==> src/common/sbr_pkg.sv <==
// Operation
// high write only buffered; working divisor updates on low write
// divisor is high bits 4:0 above all eight low bits
// divisor of zero stops the generator, no ticks at all
// bit rate equals bus clock over sixteen times divisor
// generator idles after reset until receiver or transmitter enabled
// high bit 7 lets the break-detect flag raise the interrupt
// high bit 6 lets the receive-edge flag raise the interrupt
// optional 13-bit break sent, 11-bit low line detected as break
// eight or nine data bits; double-buffered tx and rx, separate enables
// full-duplex NRZ on both ends; hardware parity generate and check
// receiver wakes on idle line or address mark; selectable tx polarity
// sixteen-times tick for receiver, divided by sixteen for transmit bits
package sbr_pkg;
   // ------------------------------------------------------------
   // register map
   // ------------------------------------------------------------
   localparam int unsigned DIV_W = 13;
   localparam logic [7:0] OFF_DIV_HIGH = 8'h40;
   localparam logic [7:0] OFF_DIV_LOW = 8'h41;
   localparam logic [7:0] RST_DIV_HIGH = 8'h00;
   localparam logic [7:0] RST_DIV_LOW = 8'h04;
   localparam int unsigned BIT_BRK_IE = 7;
   localparam int unsigned BIT_EDGE_IE = 6;
   localparam int unsigned HI_DIV_MSB = 4;
   localparam logic [7:0] HI_WR_MASK = 8'hdf;
   // ------------------------------------------------------------
   // timing counts
   // ------------------------------------------------------------
   localparam int unsigned OVERSAMPLE = 16;
   localparam logic [3:0] OSR_LAST = 4'(OVERSAMPLE - 1);
   localparam logic [3:0] OSR_MID = 4'(OVERSAMPLE / 2 - 1);
   localparam int unsigned BRK_TX_BITS = 13;
   localparam int unsigned BRK_RX_BITS = 11;
   localparam int unsigned FRAME_BITS_8 = 10;
   localparam int unsigned FRAME_BITS_9 = 11;
   localparam logic [3:0] TX_BRK_CNT = 4'(BRK_TX_BITS);
   localparam logic [3:0] TX_FRM_CNT_8 = 4'(FRAME_BITS_8);
   localparam logic [3:0] TX_FRM_CNT_9 = 4'(FRAME_BITS_9);
   localparam logic [7:0] RX_BRK_TICKS = 8'(BRK_RX_BITS * OVERSAMPLE);
   localparam logic [7:0] RX_IDLE_8 = 8'(FRAME_BITS_8 * OVERSAMPLE);
   localparam logic [7:0] RX_IDLE_9 = 8'(FRAME_BITS_9 * OVERSAMPLE);
   localparam int unsigned RX_WORD_W = 11;
   // ------------------------------------------------------------
   // state machines
   // ------------------------------------------------------------
   typedef enum logic [2:0] {
      SBR_TX_IDLE = 3'b001,
      SBR_TX_FRAME = 3'b010,
      SBR_TX_BREAK = 3'b100
   } sbr_tx_state_e;
   typedef enum logic [3:0] {
      SBR_RX_IDLE = 4'b0001,
      SBR_RX_START = 4'b0010,
      SBR_RX_DATA = 4'b0100,
      SBR_RX_STOP = 4'b1000
   } sbr_rx_state_e;
endpackage

==> src/common/sbr_baud_if.sv <==
`timescale 1ns/10ps
interface sbr_baud_if;
   logic [sbr_pkg::DIV_W-1:0] divisor;
   logic run;
   logic tick16;
   logic tick_bit;
   modport gen (input divisor, input run, output tick16, output tick_bit);
   modport user (output divisor, output run, input tick16, input tick_bit);
endinterface

==> src/rtl/sbr_baud_gen.sv <==
`timescale 1ns/10ps
module sbr_baud_gen #(
   parameter int unsigned DIV_W = sbr_pkg::DIV_W
) (
   // clock and reset
   input wire logic clk_in,
   input wire logic srst_in,
   // tick port
   sbr_baud_if.gen bp
);
   import sbr_pkg::*;
   logic [DIV_W-1:0] cnt_r, cnt_nxt;
   logic [3:0] phase_r, phase_nxt;
   logic t16_r, t16_nxt;
   logic tb_r, tb_nxt;
   // ------------------------------------------------------------
   // modulo divider
   // ------------------------------------------------------------
   always_comb begin
      cnt_nxt = cnt_r + DIV_W'(1);
      phase_nxt = phase_r;
      t16_nxt = 1'b0;
      tb_nxt = 1'b0;
      if (!bp.run) begin
         // counters frozen at zero, nothing toggles
         cnt_nxt = '0;
         phase_nxt = 4'h0;
      end else if (cnt_r >= bp.divisor - DIV_W'(1)) begin
         // one tick every divisor clocks
         cnt_nxt = '0;
         t16_nxt = 1'b1;
         phase_nxt = phase_r + 4'h1;
         tb_nxt = (phase_r == OSR_LAST);
      end
   end
   always_ff @(posedge clk_in) begin
      if (srst_in) begin
         cnt_r <= '0;
         phase_r <= 4'h0;
         t16_r <= 1'b0;
         tb_r <= 1'b0;
      end else begin
         cnt_r <= cnt_nxt;
         phase_r <= phase_nxt;
         t16_r <= t16_nxt;
         tb_r <= tb_nxt;
      end
   end
   assign bp.tick16 = t16_r;
   assign bp.tick_bit = tb_r;
endmodule

==> src/rtl/sbr_buf2.sv <==
`timescale 1ns/10ps
module sbr_buf2 #(
   parameter int unsigned W = sbr_pkg::RX_WORD_W
) (
   // clock and reset
   input wire logic clk_in,
   input wire logic srst_in,
   // fill side
   input wire logic in_valid_in,
   input wire logic [W-1:0] in_data_in,
   output logic in_ready_out,
   // drain side
   output logic out_valid_out,
   output logic [W-1:0] out_data_out,
   input wire logic out_ready_in
);
   logic [W-1:0] d0_r, d0_nxt, d1_r, d1_nxt;
   logic [1:0] cnt_r, cnt_nxt;
   logic push, pop;
   // ------------------------------------------------------------
   // two-slot queue, head slot drives the output
   // ------------------------------------------------------------
   always_comb begin
      push = in_valid_in && in_ready_out;
      pop = out_valid_out && out_ready_in;
      d0_nxt = d0_r;
      d1_nxt = d1_r;
      cnt_nxt = cnt_r;
      if (push && !pop) begin
         if (cnt_r == 2'd0) d0_nxt = in_data_in;
         else d1_nxt = in_data_in;
         cnt_nxt = cnt_r + 2'd1;
      end else if (pop && !push) begin
         d0_nxt = d1_r;
         cnt_nxt = cnt_r - 2'd1;
      end else if (pop && push) begin
         if (cnt_r == 2'd1) begin
            d0_nxt = in_data_in;
         end else begin
            d0_nxt = d1_r;
            d1_nxt = in_data_in;
         end
      end
   end
   always_ff @(posedge clk_in) begin
      if (srst_in) begin
         d0_r <= '0;
         d1_r <= '0;
         cnt_r <= 2'd0;
         out_valid_out <= 1'b0;
         in_ready_out <= 1'b1;
      end else begin
         d0_r <= d0_nxt;
         d1_r <= d1_nxt;
         cnt_r <= cnt_nxt;
         out_valid_out <= (cnt_nxt != 2'd0);
         in_ready_out <= (cnt_nxt != 2'd2);
      end
   end
   assign out_data_out = d0_r;
endmodule

==> src/rtl/sbr_baud_setup.sv <==
`timescale 1ns/10ps
module sbr_baud_setup (
   // clock and reset
   input wire logic clk_in,
   input wire logic srst_in,
   // register port
   input wire logic [7:0] reg_addr_in,
   input wire logic reg_wr_in,
   input wire logic reg_rd_in,
   input wire logic [7:0] reg_wdata_in,
   output logic [7:0] reg_rdata_out,
   // control bits held by neighbouring registers
   input wire logic receiver_enable_in,
   input wire logic transmitter_enable_in,
   input wire logic nine_bit_in,
   input wire logic parity_en_in,
   input wire logic parity_odd_in,
   input wire logic tx_invert_in,
   input wire logic send_break_in,
   input wire logic wake_addr_mark_in,
   input wire logic rx_sleep_in,
   input wire logic break_flag_clr_in,
   input wire logic edge_flag_clr_in,
   // transmit stream
   input wire logic [8:0] tx_data_in,
   input wire logic tx_valid_in,
   output logic tx_ready_out,
   // receive stream
   output logic [8:0] rx_data_out,
   output logic rx_parity_err_out,
   output logic rx_frame_err_out,
   output logic rx_valid_out,
   input wire logic rx_ready_in,
   // serial pins
   input wire logic rx_pin_in,
   output logic tx_pin_out,
   // status
   output logic break_detect_flag_out,
   output logic rx_edge_flag_out,
   output logic rx_overrun_out,
   output logic irq_out
);
   import sbr_pkg::*;
   sbr_baud_if baud ();
   // ------------------------------------------------------------
   // divisor registers
   // ------------------------------------------------------------
   logic [7:0] hi_buf_r, hi_buf_nxt, rdata_r, rdata_nxt;
   logic [DIV_W-1:0] div_r, div_nxt;
   logic started_r, started_nxt;
   always_comb begin
      hi_buf_nxt = hi_buf_r;
      div_nxt = div_r;
      rdata_nxt = 8'h00;
      started_nxt = started_r | receiver_enable_in | transmitter_enable_in;
      if (reg_wr_in && reg_addr_in == OFF_DIV_HIGH)
         hi_buf_nxt = reg_wdata_in & HI_WR_MASK;
      if (reg_wr_in && reg_addr_in == OFF_DIV_LOW)
         div_nxt = {hi_buf_r[HI_DIV_MSB:0], reg_wdata_in};
      if (reg_rd_in && reg_addr_in == OFF_DIV_HIGH)
         rdata_nxt = {hi_buf_r[7:5], div_r[DIV_W-1:8]};
      else if (reg_rd_in && reg_addr_in == OFF_DIV_LOW)
         rdata_nxt = div_r[7:0];
   end
   always_ff @(posedge clk_in) begin
      if (srst_in) begin
         hi_buf_r <= RST_DIV_HIGH;
         div_r <= {RST_DIV_HIGH[HI_DIV_MSB:0], RST_DIV_LOW};
         rdata_r <= 8'h00;
         started_r <= 1'b0;
      end else begin
         hi_buf_r <= hi_buf_nxt;
         div_r <= div_nxt;
         rdata_r <= rdata_nxt;
         started_r <= started_nxt;
      end
   end
   assign reg_rdata_out = rdata_r;
   // non-zero reset divisor must not start the clock on its own
   assign baud.run = started_r && (div_r != '0);
   assign baud.divisor = div_r;
   sbr_baud_gen #(.DIV_W(DIV_W)) u_gen (
      .clk_in(clk_in),
      .srst_in(srst_in),
      .bp(baud.gen)
   );
   // ------------------------------------------------------------
   // transmitter
   // ------------------------------------------------------------
   function automatic logic [10:0] build_frame(input logic [8:0] d,
         input logic nine, input logic pen, input logic podd);
      logic [8:0] w;
      w = d;
      // msb of the character carries parity
      if (pen && nine) w[8] = (^d[7:0]) ^ podd;
      else if (pen) w[7] = (^d[6:0]) ^ podd;
      if (nine) build_frame = {1'b1, w, 1'b0};
      else build_frame = {2'b11, w[7:0], 1'b0};
   endfunction
   sbr_tx_state_e tx_state_r, tx_state_nxt;
   logic [8:0] hold_r, hold_nxt;
   logic hold_full_r, hold_full_nxt, tx_ready_r;
   logic [10:0] shift_r, shift_nxt;
   logic [3:0] tx_cnt_r, tx_cnt_nxt;
   logic tx_line_r, tx_line_nxt;
   always_comb begin
      tx_state_nxt = tx_state_r;
      hold_nxt = hold_r;
      hold_full_nxt = hold_full_r;
      shift_nxt = shift_r;
      tx_cnt_nxt = tx_cnt_r;
      if (tx_valid_in && tx_ready_r) begin
         hold_nxt = tx_data_in; // first stage of double buffer, ahead of the shift register
         hold_full_nxt = 1'b1;
      end
      unique case (tx_state_r)
         SBR_TX_IDLE: begin
            if (transmitter_enable_in && baud.tick_bit) begin
               if (send_break_in) begin
                  tx_state_nxt = SBR_TX_BREAK;
                  tx_cnt_nxt = TX_BRK_CNT;
               end else if (hold_full_r) begin
                  tx_state_nxt = SBR_TX_FRAME;
                  shift_nxt = build_frame(hold_r, nine_bit_in,
                     parity_en_in, parity_odd_in);
                  tx_cnt_nxt = nine_bit_in ? TX_FRM_CNT_9
                     : TX_FRM_CNT_8;
                  hold_full_nxt = 1'b0;
               end
            end
         end
         SBR_TX_FRAME, SBR_TX_BREAK: begin
            if (baud.tick_bit) begin
               shift_nxt = {1'b1, shift_r[10:1]};
               tx_cnt_nxt = tx_cnt_r - 4'h1;
               if (tx_cnt_r == 4'h1) tx_state_nxt = SBR_TX_IDLE;
            end
         end
         default: tx_state_nxt = SBR_TX_IDLE;
      endcase
      // NRZ level, optionally inverted at the pin
      if (tx_state_nxt == SBR_TX_FRAME) tx_line_nxt = shift_nxt[0];
      else tx_line_nxt = (tx_state_nxt != SBR_TX_BREAK);
      tx_line_nxt = tx_line_nxt ^ tx_invert_in;
   end
   always_ff @(posedge clk_in) begin
      if (srst_in) begin
         tx_state_r <= SBR_TX_IDLE;
         hold_r <= 9'h000;
         hold_full_r <= 1'b0;
         tx_ready_r <= 1'b1;
         shift_r <= 11'h7ff;
         tx_cnt_r <= 4'h0;
         tx_line_r <= 1'b1;
      end else begin
         tx_state_r <= tx_state_nxt;
         hold_r <= hold_nxt;
         hold_full_r <= hold_full_nxt;
         tx_ready_r <= !hold_full_nxt;
         shift_r <= shift_nxt;
         tx_cnt_r <= tx_cnt_nxt;
         tx_line_r <= tx_line_nxt;
      end
   end
   assign tx_ready_out = tx_ready_r;
   assign tx_pin_out = tx_line_r;
   // ------------------------------------------------------------
   // receiver
   // ------------------------------------------------------------
   sbr_rx_state_e rx_state_r, rx_state_nxt;
   logic rx_s1_r, rx_s2_r, rx_s3_r;
   logic [3:0] phase_r, phase_nxt, nbit_r, nbit_nxt;
   logic [8:0] rx_sh_r, rx_sh_nxt, word;
   logic [7:0] low_cnt_r, low_cnt_nxt, idle_cnt_r, idle_cnt_nxt;
   logic brk_r, brk_nxt, edge_r, edge_nxt, irq_r, irq_nxt;
   logic asleep_r, asleep_nxt, ovr_r, ovr_nxt;
   logic done, push, ferr, perr, buf_ready, mark;
   always_comb begin
      rx_state_nxt = rx_state_r;
      phase_nxt = phase_r;
      nbit_nxt = nbit_r;
      rx_sh_nxt = rx_sh_r;
      done = 1'b0;
      word = nine_bit_in ? rx_sh_r : {1'b0, rx_sh_r[8:1]};
      ferr = !rx_s2_r;
      perr = parity_en_in && ((^word) != parity_odd_in);
      mark = nine_bit_in ? word[8] : word[7];
      if (baud.tick16) phase_nxt = phase_r + 4'h1;
      unique case (rx_state_r)
         SBR_RX_IDLE: begin
            phase_nxt = 4'h0;
            if (receiver_enable_in && !rx_s2_r)
               rx_state_nxt = SBR_RX_START;
         end
         SBR_RX_START: begin
            if (baud.tick16 && phase_r == OSR_MID) begin
               phase_nxt = 4'h0;
               nbit_nxt = 4'h0;
               rx_state_nxt = rx_s2_r ? SBR_RX_IDLE : SBR_RX_DATA;
            end
         end
         SBR_RX_DATA: begin
            if (baud.tick16 && phase_r == OSR_LAST) begin
               rx_sh_nxt = {rx_s2_r, rx_sh_r[8:1]};
               nbit_nxt = nbit_r + 4'h1;
               if (nbit_r == (nine_bit_in ? 4'h8 : 4'h7))
                  rx_state_nxt = SBR_RX_STOP;
            end
         end
         SBR_RX_STOP: begin
            if (baud.tick16 && phase_r == OSR_LAST) begin
               done = 1'b1;
               rx_state_nxt = SBR_RX_IDLE;
            end
         end
         default: rx_state_nxt = SBR_RX_IDLE;
      endcase
      // sleeping receiver drops all but address marks in address-mark wake mode, and every word otherwise
      push = done && (!asleep_r || (wake_addr_mark_in && mark));
      ovr_nxt = push && !buf_ready;
      // low line time, counted in oversample ticks
      low_cnt_nxt = low_cnt_r;
      if (rx_s2_r || !receiver_enable_in) low_cnt_nxt = 8'h00;
      else if (baud.tick16 && low_cnt_r != RX_BRK_TICKS)
         low_cnt_nxt = low_cnt_r + 8'h01;
      idle_cnt_nxt = idle_cnt_r;
      if (!rx_s2_r || rx_state_r != SBR_RX_IDLE) idle_cnt_nxt = 8'h00;
      else if (baud.tick16 && idle_cnt_r != RX_IDLE_9)
         idle_cnt_nxt = idle_cnt_r + 8'h01;
      asleep_nxt = asleep_r;
      if (!wake_addr_mark_in && idle_cnt_r ==
            (nine_bit_in ? RX_IDLE_9 : RX_IDLE_8))
         asleep_nxt = 1'b0;
      if (push) asleep_nxt = 1'b0;
      if (rx_sleep_in) asleep_nxt = 1'b1;
      // hardware set wins over the clear
      brk_nxt = (brk_r && !break_flag_clr_in)
         || (low_cnt_r != RX_BRK_TICKS && low_cnt_nxt == RX_BRK_TICKS);
      edge_nxt = (edge_r && !edge_flag_clr_in)
         || (receiver_enable_in && rx_s3_r && !rx_s2_r);
      irq_nxt = (brk_nxt && hi_buf_nxt[BIT_BRK_IE])
         || (edge_nxt && hi_buf_nxt[BIT_EDGE_IE]);
   end
   always_ff @(posedge clk_in) begin
      if (srst_in) begin
         rx_state_r <= SBR_RX_IDLE;
         {rx_s1_r, rx_s2_r, rx_s3_r} <= 3'b111;
         phase_r <= 4'h0;
         nbit_r <= 4'h0;
         rx_sh_r <= 9'h000;
         low_cnt_r <= 8'h00;
         idle_cnt_r <= 8'h00;
         {brk_r, edge_r, irq_r, asleep_r, ovr_r} <= 5'h00;
      end else begin
         rx_state_r <= rx_state_nxt;
         rx_s1_r <= rx_pin_in;
         rx_s2_r <= rx_s1_r;
         rx_s3_r <= rx_s2_r;
         phase_r <= phase_nxt;
         nbit_r <= nbit_nxt;
         rx_sh_r <= rx_sh_nxt;
         low_cnt_r <= low_cnt_nxt;
         idle_cnt_r <= idle_cnt_nxt;
         brk_r <= brk_nxt;
         edge_r <= edge_nxt;
         irq_r <= irq_nxt;
         asleep_r <= asleep_nxt;
         ovr_r <= ovr_nxt;
      end
   end
   // a full buffer rejects the word and raises overrun
   sbr_buf2 #(.W(RX_WORD_W)) u_rxbuf (
      .clk_in(clk_in),
      .srst_in(srst_in),
      .in_valid_in(push),
      .in_data_in({ferr, perr, word}),
      .in_ready_out(buf_ready),
      .out_valid_out(rx_valid_out),
      .out_data_out({rx_frame_err_out, rx_parity_err_out, rx_data_out}),
      .out_ready_in(rx_ready_in)
   );
   assign break_detect_flag_out = brk_r;
   assign rx_edge_flag_out = edge_r;
   assign rx_overrun_out = ovr_r;
   assign irq_out = irq_r;
endmodule

==> config.mk <==
export PLATFORM = sky130hd
export DESIGN_NAME = sbr_baud_setup
export DESIGN_NICKNAME = d
export VERILOG_FILES = /design/src/common/sbr_pkg.sv /design/src/common/sbr_baud_if.sv /design/src/rtl/sbr_baud_gen.sv /design/src/rtl/sbr_buf2.sv /design/src/rtl/sbr_baud_setup.sv
export SDC_FILE = /design/constraint.sdc
export NUM_CORES = 1
export LEC_CHECK = 0
export BUFFER_PORTS_ARGS = -buffer_cell sky130_fd_sc_hd__buf_2
export CORE_ASPECT_RATIO = 0.6
export CORE_MARGIN = 2
export CORE_UTILIZATION = 50
export CTS_BUF_LIST = sky130_fd_sc_hd__clkbuf_8
export CTS_CLUSTER_DIAMETER = 40
export CTS_CLUSTER_SIZE = 20
export DETAILED_ROUTE_END_ITERATION = 6
export GPL_ROUTABILITY_DRIVEN = 0
export PLACE_DENSITY_LB_ADDON = 0.12
export SYNTH_ARGS = -nofsm -noshare
export SYNTH_HDL_FRONTEND = slang
export SYNTH_HIERARCHICAL = 1
export SYNTH_SLANG_ARGS = --single-unit
==> constraint.sdc <==
create_clock -name clk_in -period 2.9 [get_ports clk_in]
set_clock_uncertainty 0.15 [all_clocks]
set_input_delay 0.58 -clock clk_in [delete_from_list [all_inputs] [get_ports clk_in]]
set_output_delay 0.58 -clock clk_in [all_outputs]
set_load 0.005 [all_outputs]
Yosys cells after proc, flatten, opt, wreduce, memory -nomap -nowiden
Index checks and enable logic that the tools add are counted.

Flip-flop bits (word level): 149. Bits of input ports: 43. Output and inout port bits: 26. Logic and storage cells: 231.

$lt $le $gt $ge: 1. Equal/unequal tests: 38. Muxes and demuxes: 67. Bitwise operators: 8. Reductions and logical operators: 70. Add/subtract/negate cells: 10.

Operators with widths (number): $mux 11 (14); $mux 4 (14); $mux 8 (5); $logic_and 1x1->1 (30); $pmux 4 s2 (3); $ne 2x2->1 const B (11); $pmux 11 s2 (1); $mux 3 (6); $mux 1 (17); $add 8x1->8 const B (2); $eq 8x7->1 const B (2); $ne 8x8->1 const B (2); $pmux 4 s4 (1); $add 13x1->13 const B (1); $ge 13x13->1 (1); $reduce_bool 13->1 (1); $sub 13x1->13 const B (1); $add 4x1->4 const B (3); $eq 4x4->1 const B (3); $logic_not 1->1 (10); $mux 10 (1); $reduce_and 5->1 (2); $mux 9 (1); $reduce_or 3->1 (3); other kinds (34) (59).

Logic depth before layout (Yosys ltp)
Gate-level depths: netlist of run 1.

Word-level depth: 11. Gate-level depth with buffers: 13.

Hierarchy
The synthesis of run 1 kept the hierarchy.

By module, submodules not included: sbr_baud_setup (seq. area each 2082.0 um^2, area each 4850.9 um^2, cells each 529, times used 1); sbr_baud_gen (seq. area each 380.4 um^2, area each 1330.0 um^2, cells each 157, times used 1); sbr_buf2 (seq. area each 520.5 um^2, area each 1106.1 um^2, cells each 117, times used 1).

Worst setup path after synthesis of run 1
No wires, ideal clock.

Path type: reg-to-reg. Start: reg div_r[0] (netlist: baud.divisor[0]). End: reg u_gen.cnt_r[10]. Setup slack: 181 ps. Required time: 2633 ps. Period minus slack after synthesis: 2719 ps. Buffers on the path: 1. Stages on the path, launching flop included: 14. Arrival: 2451 ps. Cell sequence: dfxtp_1 inv_1 ha_1 nand3b_1 or3_4 nor2_1 xnor2_1 ha_1 nand4_1 nor3_2 inv_2 o211ai_1 buf_2 nor2_1.

Word-level cells in the longest chain between the ends: 4. Elaborated cells on any way between the ends: 6. Classes of those cells: add/sub: 1; order compare: 1; bitwise: 1; reduce/logical: 3.

RTL lines: start, declared (RTL line sbr_baud_setup.sv:49) `logic [DIV_W-1:0] div_r, div_nxt;`; start signal, assigned (RTL line sbr_baud_setup.sv:68) `div_r <= {RST_DIV_HIGH[HI_DIV_MSB:0], RST_DIV_LOW};`; start signal, assigned (RTL line sbr_baud_setup.sv:73) `div_r <= div_nxt;`; branches (longest 3 deep; another with $sub 13x1->13); $reduce_or 3->1 (no source line) (*); end signal, assigned (RTL line sbr_baud_gen.sv:43) `cnt_r <= cnt_nxt;`; end, declared (RTL line sbr_baud_gen.sv:12) `logic [DIV_W-1:0] cnt_r, cnt_nxt;`.

Mark *: on every way between the ends. A chain may end at the register's enable or synchronous reset.

Worst setup path in the final report of run 1
Start: reg div_r[5] (netlist: baud.divisor[5]). End: reg u_gen.cnt_r[4].

Same word-level chain as after synthesis.

==> results of run 1 <==
==> sequential cells by signal (all words and copies together), names as in the netlist, 7 cells and up <==
signal	cells
baud.divisor	13
hi_buf_r	7
hold_r	9
idle_cnt_r	8
low_cnt_r	8
reg_rdata_out	8
rx_sh_r	9
shift_r	11
u_gen/cnt_r	13
u_rxbuf/d1_r	11
u_rxbuf/out_data_out	11
==> logic make-up (layout without fill, tap and decap cells) <==
group           Yosys count  in the layout
fa+ha+maj                26             26
simple gates            315            315
flops                   149            149
buf+inv                  65            167
xor+xnor                 55             55
compound gates          122            122
mux                      71             71
==> worst min path at each step <==
stage | start | to | depth (start not counted)
global route | rx_pin_in | rx_s1_r$_SDFF_PP1_ | 2
detailed placement | rx_s1_r$_SDFF_PP1_ | rx_s2_r$_SDFF_PP1_ | 1
global placement | rx_s1_r$_SDFF_PP1_ | rx_s2_r$_SDFF_PP1_ | 1
finish | rx_pin_in | rx_s1_r$_SDFF_PP1_ | 2
CTS | rx_pin_in | rx_s1_r$_SDFF_PP1_ | 2
floorplan | rx_s1_r$_SDFF_PP1_ | rx_s2_r$_SDFF_PP1_ | 1
==> worst max-delay path, cell delays in order, from the launching register on <==
cell and delay (ns):
dfxtp_4 0.37, nor3_4 0.21, nand3b_1 0.14, or3_4 0.46
nor3_4 0.14, xnor2_1 0.08, ha_1 0.32, nand4_1 0.15
nor3_2 0.19, inv_2 0.08, o211ai_1 0.26, buf_4 0.22
nor2_1 0.06
==> power groups by stage <==
| stage | sequential (mW) | combinational (mW) | clock [mW] |
|---|---|---|---|
| final | 2.09 | 0.252 | 1.88 |
| after global placement | 2.14 | 0.239 | 0 |
| after CTS | 2.09 | 0.247 | 1.92 |
| after detailed placement | 2.14 | 0.246 | 0 |
| after floorplan | 2.13 | 0.162 | 0 |
| after global routing | 2.10 | 0.276 | 2.01 |
==> cell type report <==
cell class | count | share of cell area
multi-input cells | 589 | 0.4806
flip-flops and latches | 149 | 0.3517
repair buffers | 99 | 0.06733
clock buffers | 18 | 0.02911
well taps | 198 | 0.02911
clock inverters | 14 | 0.02632
inverters | 36 | 0.01588
==> per-layer routing <==
metal / GRT usage / wire length (um) / vias to the layer above
met5: 0 / 0 / -
met4: 0.06514 / 235 / 0
met3: 0.04567 / 784 / 18
met2: 0.3323 / 7385 / 137
met1: 0.3369 / 8951 / 2938
li1: - / - / 3001
==> synth_stat cells, types with 3 or more instances <==
master    count  share of area
dfxtp_1     149           0.41
nor2_1      109          0.056
nand2_1      79          0.041
mux2i_1      62          0.085
a21oi_1      46          0.032
inv_1        35          0.018
ha_1         26          0.045
xnor2_1      26          0.031
xor2_1       25          0.030
nand3_1      18          0.012
clkbuf_1     15         0.0077
nand4_1      15          0.013
nor2b_1      12          0.010
nor3_1       12         0.0082
o221ai_1     11          0.013
o21ai_0      10         0.0069
a221oi_1      9          0.011
and3_1        9         0.0077
buf_2         9         0.0062
or3_1         9         0.0077
nand2b_1      7         0.0060
mux2_2        6         0.0093
o21ai_1       6         0.0041
nor4_1        5         0.0043
a31oi_1       4         0.0034
nor3_2        4         0.0055
o211ai_1      4         0.0041
or4b_1        4         0.0055
a22oi_1       3         0.0031
a311oi_1      3         0.0036
and2_1        3         0.0026
and4_1        3         0.0036
buf_4         3         0.0031
mux2_1        3         0.0046
or4_1         3         0.0031
==> metrics by stage <==
stage          std cells  instance area, um2  power, mW
2_1_floorplan        803                7287      2.296
3_3_place_gp        1063                7909      2.379
3_5_place_dp        1063                7909      2.389
4_1_cts             1095                8384      4.266
5_1_grt             1103                8511      4.386
6_report            1103                8511      4.228
==> timing repair <==
item / CTS / global route
setup buffers: 0 / 7
endpoints found under the hold margin: 0 / 0
cloned: 0 / 1
setup endpoints to repair: 6 / 20
pin swaps: 0 / 14
gates resized for setup: 2 / 25
==> results by group, run 1 <==
Min path
  • Type of the worst min-delay path: in2reg

Critical path
  • Worst R2R Path Depth: 12
  • Crit. Startpoint: baud.divisor[5]$_SDFFE_PP0P_
  • Critical Path End Type: flip-flop
  • End of the critical path: u_gen/cnt_r[4]$_SDFF_PP0_
  • CP max FO: 6
  • Worst path required time: between 3 and 4 ns
  • Critical path type: reg2reg
  • Reg2reg end: u_gen/cnt_r[4]$_SDFF_PP0_
  • CP Launch Type: flip-flop
  • R2r startpoint: baud.divisor[5]$_SDFFE_PP0P_
  • CP Data Arrival Time: between 3 and 4 ns
  • R2r setup slk: -0.04 ns

Flow run
  • Max cap viols: 0

Yosys
  • Xor and xnor fraction of the mapped netlist area: 0.07400
  • Ys async rst share: 0
  • Avg Inst Size Synth: between 9 and 10 um2
  • Cell Area, Synth: 0.007287 mm2
  • Post-synthesis adder-cell area fraction: 0.04464
  • Post-synth EDFFs: 0
  • Largest family of logic cells by synthesized area: simple AND/OR/NAND/NOR gates
  • Seq cells post-synth: 149
  • Simple-Gate Fraction of Synth Area: 0.2201
  • Syn_nets: just under 900
  • Cells after synthesis: 803
  • Sequential area share after synthesis: 0.4093
  • Count of cell types in the netlist: 77
  • Mux cell area share after synthesis: 0.09907
  • Synth Area in Compound Gates: 0.1152
  • Syn. warnings: 6
  • Post-synth top flop: dfxtp_1

Routing
  • Iter 0 DRT Violations: 372
  • Mean number of vias per cell: 5.525
  • Detail Route Antenna Nets: 0
  • Total Wirelength: between 15 and 20 mm
  • # DRC: 0
  • First-pass detailed-route iteration total: 6
  • Routed len/inst: 15.74 um
  • Routed vias: 6094

Layout
  • Antenna cells: 0
  • Filler cells: 1313
  • Commonest non-fill, non-tap cell in the layout: dfxtp_1
  • Multi-input gate area: 0.004090 mm2
  • Layout cells sized above 1: 0.1967
  • Fin util: 0.5919
  • Fin nets: 961
  • Reg area: 0.002993 mm2
  • Area Growth Syn to Fin: 16.79%
  • Leading cell types in the layout, fill and taps excluded: dfxtp_1 (145), nor2_1 (105), nand2_1 (79)

Floorplanning
  • Width of the die: 159.9 um
  • CORE AREA: ~0.014 mm2
  • Die height: 97.51 um
  • Die ar.: between 0.015 and 0.02 mm2
  • Rows: 34
  • Initial core utilization: 0.5068
  • Top-Level Pins: between 60 and 70

STA
  • Hold WS: 0.2014 ns
  • Endpoints failing hold: 0
  • Fin crit period: 2.941 ns
  • Highest achievable clock rate: 340.0 MHz
  • TNS Setup: -0.2812 ns
  • Slew HR: 0.5947
  • Final worst path period share: 1.014
  • Setup violators final: 11
  • RSZ-0062 raised after global routing: true
  • Pins Over Slew Limit: 0
  • Setup ws final: -0.04110 ns
  • Actual slew at the worst max-slew pin: 0.6051 ns

Placed design
  • Post-DP HPWL: 12.78 mm
  • Placement Setup Slack: around 0.026 ns
  • Buffers on Ports: 68

Global route
  • Global route total overflow: 0
  • Gr usage total: 0.2271
  • Initial antenna violation count: 0
  • Vias in the first global route: about 5600
  • Largest net degree at the start of global routing: 31
  • First-pass GRT wire length: 28.66 mm

Clock tree
  • Hold_buf cts: 0
  • Clk_lat worst skew: 0.44 ns
  • H-tree depth: 4
  • Total CTS buffers: 17
  • Clock transition at path regs: roughly 0.080 ns
  • CTS Buffer Depth: 2
  • Root Buffer: clkbuf_8
  • CTS tree: done
  • Clk sinks: 149

Pwr
  • Pwr per Cell Area: 496.8 mW/mm2
  • Clock group share of total power: 0.445
  • Switching pwr: about 1 mW
  • Logic pwr share: 0.060
  • Part of the power in registers: 0.495
  • Sw Share: 0.2361
  • Max VDD drop: 0.2907 mV
  • Leakage: about 3.4 nW
  • Int Power: about 3.2 mW

Status
  • Violated checks: negative setup slack
  • Outcome: complete, but fails checks
Power figures use the tool's default switching activity.
==> run 2: changes to the inputs <==
--- a/config.mk
+++ b/config.mk
@@ -5,7 +5,6 @@
 export SDC_FILE = /design/constraint.sdc
 export NUM_CORES = 1
 export LEC_CHECK = 0
-export BUFFER_PORTS_ARGS = -buffer_cell sky130_fd_sc_hd__buf_2
 export CORE_ASPECT_RATIO = 0.6
 export CORE_MARGIN = 2
 export CORE_UTILIZATION = 50
@@ -13,6 +12,7 @@
 export CTS_CLUSTER_DIAMETER = 40
 export CTS_CLUSTER_SIZE = 20
 export DETAILED_ROUTE_END_ITERATION = 6
+export DONT_BUFFER_PORTS = 1
 export GPL_ROUTABILITY_DRIVEN = 0
 export PLACE_DENSITY_LB_ADDON = 0.12
 export SYNTH_ARGS = -nofsm -noshare
==> results by group, run 2 (same netlist as run 1, synthesis figures left out) <==
Layout
  • Commonest non-fill, non-tap cell in the layout: dfxtp_1 (unchanged)
  • Leading cell types in the layout, fill and taps excluded: dfxtp_1 (145), nor2_1 (106), nand2_1 (79) (was dfxtp_1 (145), nor2_1 (105), nand2_1 (79))
  • Final std cells w/o fill: 1027 (was 1103)
  • Fin nets: 886 (was 961)
  • Fin util: 0.5579 (was 0.5919)
  • Antenna cells: 0 (unchanged)
  • Area Growth Syn to Fin: 10.08% (was 16.79%)
  • Layout cells sized above 1: 0.1182 (was 0.1967)
  • Cell area after layout: 0.008021 mm2 (was 0.008511 mm2)
  • Filler cells: 1310 (was 1313)

Clock tree
  • Hold_buf cts: 0 (unchanged)
  • CTS tree: done (unchanged)
  • Total CTS buffers: 17 (unchanged)
  • Clock transition at path regs: 0.08 ns (about the same)
  • H-tree depth: 4 (unchanged)
  • Clk sinks: 149 (unchanged)
  • CTS Buffer Depth: 2 (unchanged)
  • Clk_lat worst skew: 0.44 ns (about the same)
  • Root Buffer: clkbuf_8 (unchanged)

STA
  • Pins Over Slew Limit: 0 (unchanged)
  • Fin crit period: 2.794 ns (was 2.941 ns)
  • Highest achievable clock rate: 357.9 MHz (was 340.0 MHz)
  • Actual slew at the worst max-slew pin: 0.5491 ns (was 0.6051 ns)
  • TNS Setup: 0 ns (was -0.2812 ns)
  • RSZ-0062 raised after global routing: true (unchanged)
  • Final worst path period share: 0.9635 (was 1.014)
  • Setup violators final: 0 (was 11)
  • Setup ws final: 0.1060 ns (was -0.04110 ns)
  • Endpoints failing hold: 0 (unchanged)
  • Slew HR: 0.6281 (was 0.5947)
  • Hold WS: 0.06852 ns (was 0.2014 ns)

Critical path
  • Worst R2R Path Depth: 12 (unchanged)
  • CP Data Arrival Time: 2.97 ns (was 3.12 ns)
  • R2r startpoint: baud.divisor[5]$_SDFFE_PP0P_ (unchanged)
  • Critical Path Stages: 12 (unchanged)
  • Crit path buf inv count: 2 (unchanged)
  • R2r setup slk: 0.11 ns (was -0.04 ns)
  • CP Launch Type: flip-flop (unchanged)
  • Delay-heaviest family, CP: simple AND/OR/NAND/NOR gates (unchanged)
  • CP max FO: 6 (unchanged)
  • Critical path type: reg2reg (unchanged)
  • Slowest stage delay, CP: 0.39 ns (was 0.46 ns)
  • Crit. Startpoint: baud.divisor[5]$_SDFFE_PP0P_ (unchanged)
  • Reg2reg end: u_gen/cnt_r[0]$_SDFF_PP0_ (was u_gen/cnt_r[4]$_SDFF_PP0_)
  • Worst path required time: 3.07 ns (about the same)
  • Top cell by count, worst path: nor3_2 (was nor3_4)
  • Crit path max-delay cell type: or3_4 (unchanged)
  • Critical-path cell list: nor3_2, nand3b_1, or3_4, nor3_4, xnor2_1, ha_1, nand4_1, nor3_2, inv_2, o211ai_1, buf_4, nor2_1 (was nor3_4, nand3b_1, or3_4, nor3_4, xnor2_1, ha_1, nand4_1, nor3_2, inv_2, o211ai_1, buf_4, nor2_1)
  • Critical Path End Type: flip-flop (unchanged)

Pwr
  • Switching pwr: 0.9248 mW (was 0.9984 mW)
  • Leakage: 3.064 nW (was 3.446 nW)
  • Clock group share of total power: 0.419 (was 0.445)
  • Part of the power in registers: 0.535 (was 0.495)
  • Final Power: 3.912 mW (was 4.228 mW)
  • Max VDD drop: 0.2610 mV (was 0.2907 mV)
  • Logic pwr share: 0.045 (was 0.060)
  • Sw Share: 0.2364 (was 0.2361)
  • Int Power: 2.987 mW (was 3.230 mW)
  • Pwr per Cell Area: 487.7 mW/mm2 (was 496.8 mW/mm2)

Routing
  • Routed vias: 5686 (was 6094)
  • Mean number of vias per cell: 5.537 (was 5.525)
  • # DRC: 0 (unchanged)
  • First-pass detailed-route iteration total: 5 (was 6)
  • Detail Route Antenna Nets: 0 (unchanged)
  • Total Wirelength: 16.37 mm (was 17.36 mm)
  • Iter 0 DRT Violations: 471 (was 372)
  • Routed len/inst: 15.94 um (was 15.74 um)

Placed design
  • Post-DP Area: 0.007523 mm2 (was 0.007909 mm2)
  • Post-DP HPWL: 11.86 mm (was 12.78 mm)
  • Placement Setup Slack: 0.05023 ns (was 0.02583 ns)
  • Buffers on Ports: 0 (was 68)
  • Placed Cells: 989 (was 1063)

Min path
  • Worst hold endpoint: u_rxbuf/cnt_r[0]$_SDFF_PP0_ (was rx_s1_r$_SDFF_PP1_)
  • Hold path cells: 1 (was 2)
  • Min-delay src: srst_in (was rx_pin_in)
  • Type of the worst min-delay path: in2reg (unchanged)

Floorplanning
  • CORE AREA: 0.01438 mm2 (unchanged)
  • Die height: 97.51 um (unchanged)
  • Width of the die: 159.9 um (unchanged)
  • Die ar.: 0.01559 mm2 (unchanged)
  • Top-Level Pins: 69 (unchanged)
  • Initial core utilization: 0.5068 (unchanged)
  • Rows: 34 (unchanged)

Global route
  • First-pass GRT wire length: 27.39 mm (was 28.66 mm)
  • Largest net degree at the start of global routing: 90 (was 31)
  • Gr usage total: 0.2166 (was 0.2271)
  • Initial antenna violation count: 0 (unchanged)
  • Global route total overflow: 0 (unchanged)
  • Vias in the first global route: 5367 (was 5649)

Status
  • Outcome: finished, final reports clean (was complete, but fails checks)

Flow run
  • Max cap viols: 0 (unchanged)
## run 2: worst max-delay path by stage
stage,slack [ns],end
finish,0.11,u_gen/cnt_r[0]$_SDFF_PP0_
global route,-0.05,u_gen/cnt_r[2]$_SDFF_PP0_
CTS,0.01,u_gen/cnt_r[2]$_SDFF_PP0_
detailed placement,0.05,u_gen/cnt_r[2]$_SDFF_PP0_
global placement,0.11,u_gen/phase_r[3]$_SDFFE_PP0P_
floorplan,0.18,u_gen/cnt_r[10]$_SDFF_PP0_
## run 2: power groups by stage
stage	clock network, mW	registers [mW]	logic (mW)
4_1_cts	1.68	2.09	0.173
6_report	1.64	2.09	0.177
2_1_floorplan	0	2.13	0.162
3_3_place_gp	0	2.14	0.169
5_1_grt	1.78	2.10	0.201
3_5_place_dp	0	2.14	0.173
## run 2: area by class of cell
| cell class | instances | area (um2) | area share |
|---|---|---|---|
| clock buffer | 17 | 234.0 | 0.02917 |
| clock inverter | 14 | 162.7 | 0.02028 |
| inverter | 36 | 135.1 | 0.01685 |
| multi-input combinational | 589 | 4068 | 0.5071 |
| sequential | 149 | 2990 | 0.3728 |
| tap | 198 | 247.7 | 0.03088 |
| timing repair buffer | 24 | 183.9 | 0.02293 |
## run 2: timing repair
action	in CTS	in global routing
setup endpoints to repair	0	19
gates resized for setup	0	22
buffers inserted	0	6
## run 2: per-layer routing
layer,vias to the layer above,routed length (um),GRT usage
met2,131,6676,0.3060
met5,-,0,0
met4,0,143,0.05267
met3,14,845,0.04609
met1,2692,8702,0.3324
li1,2849,-,-
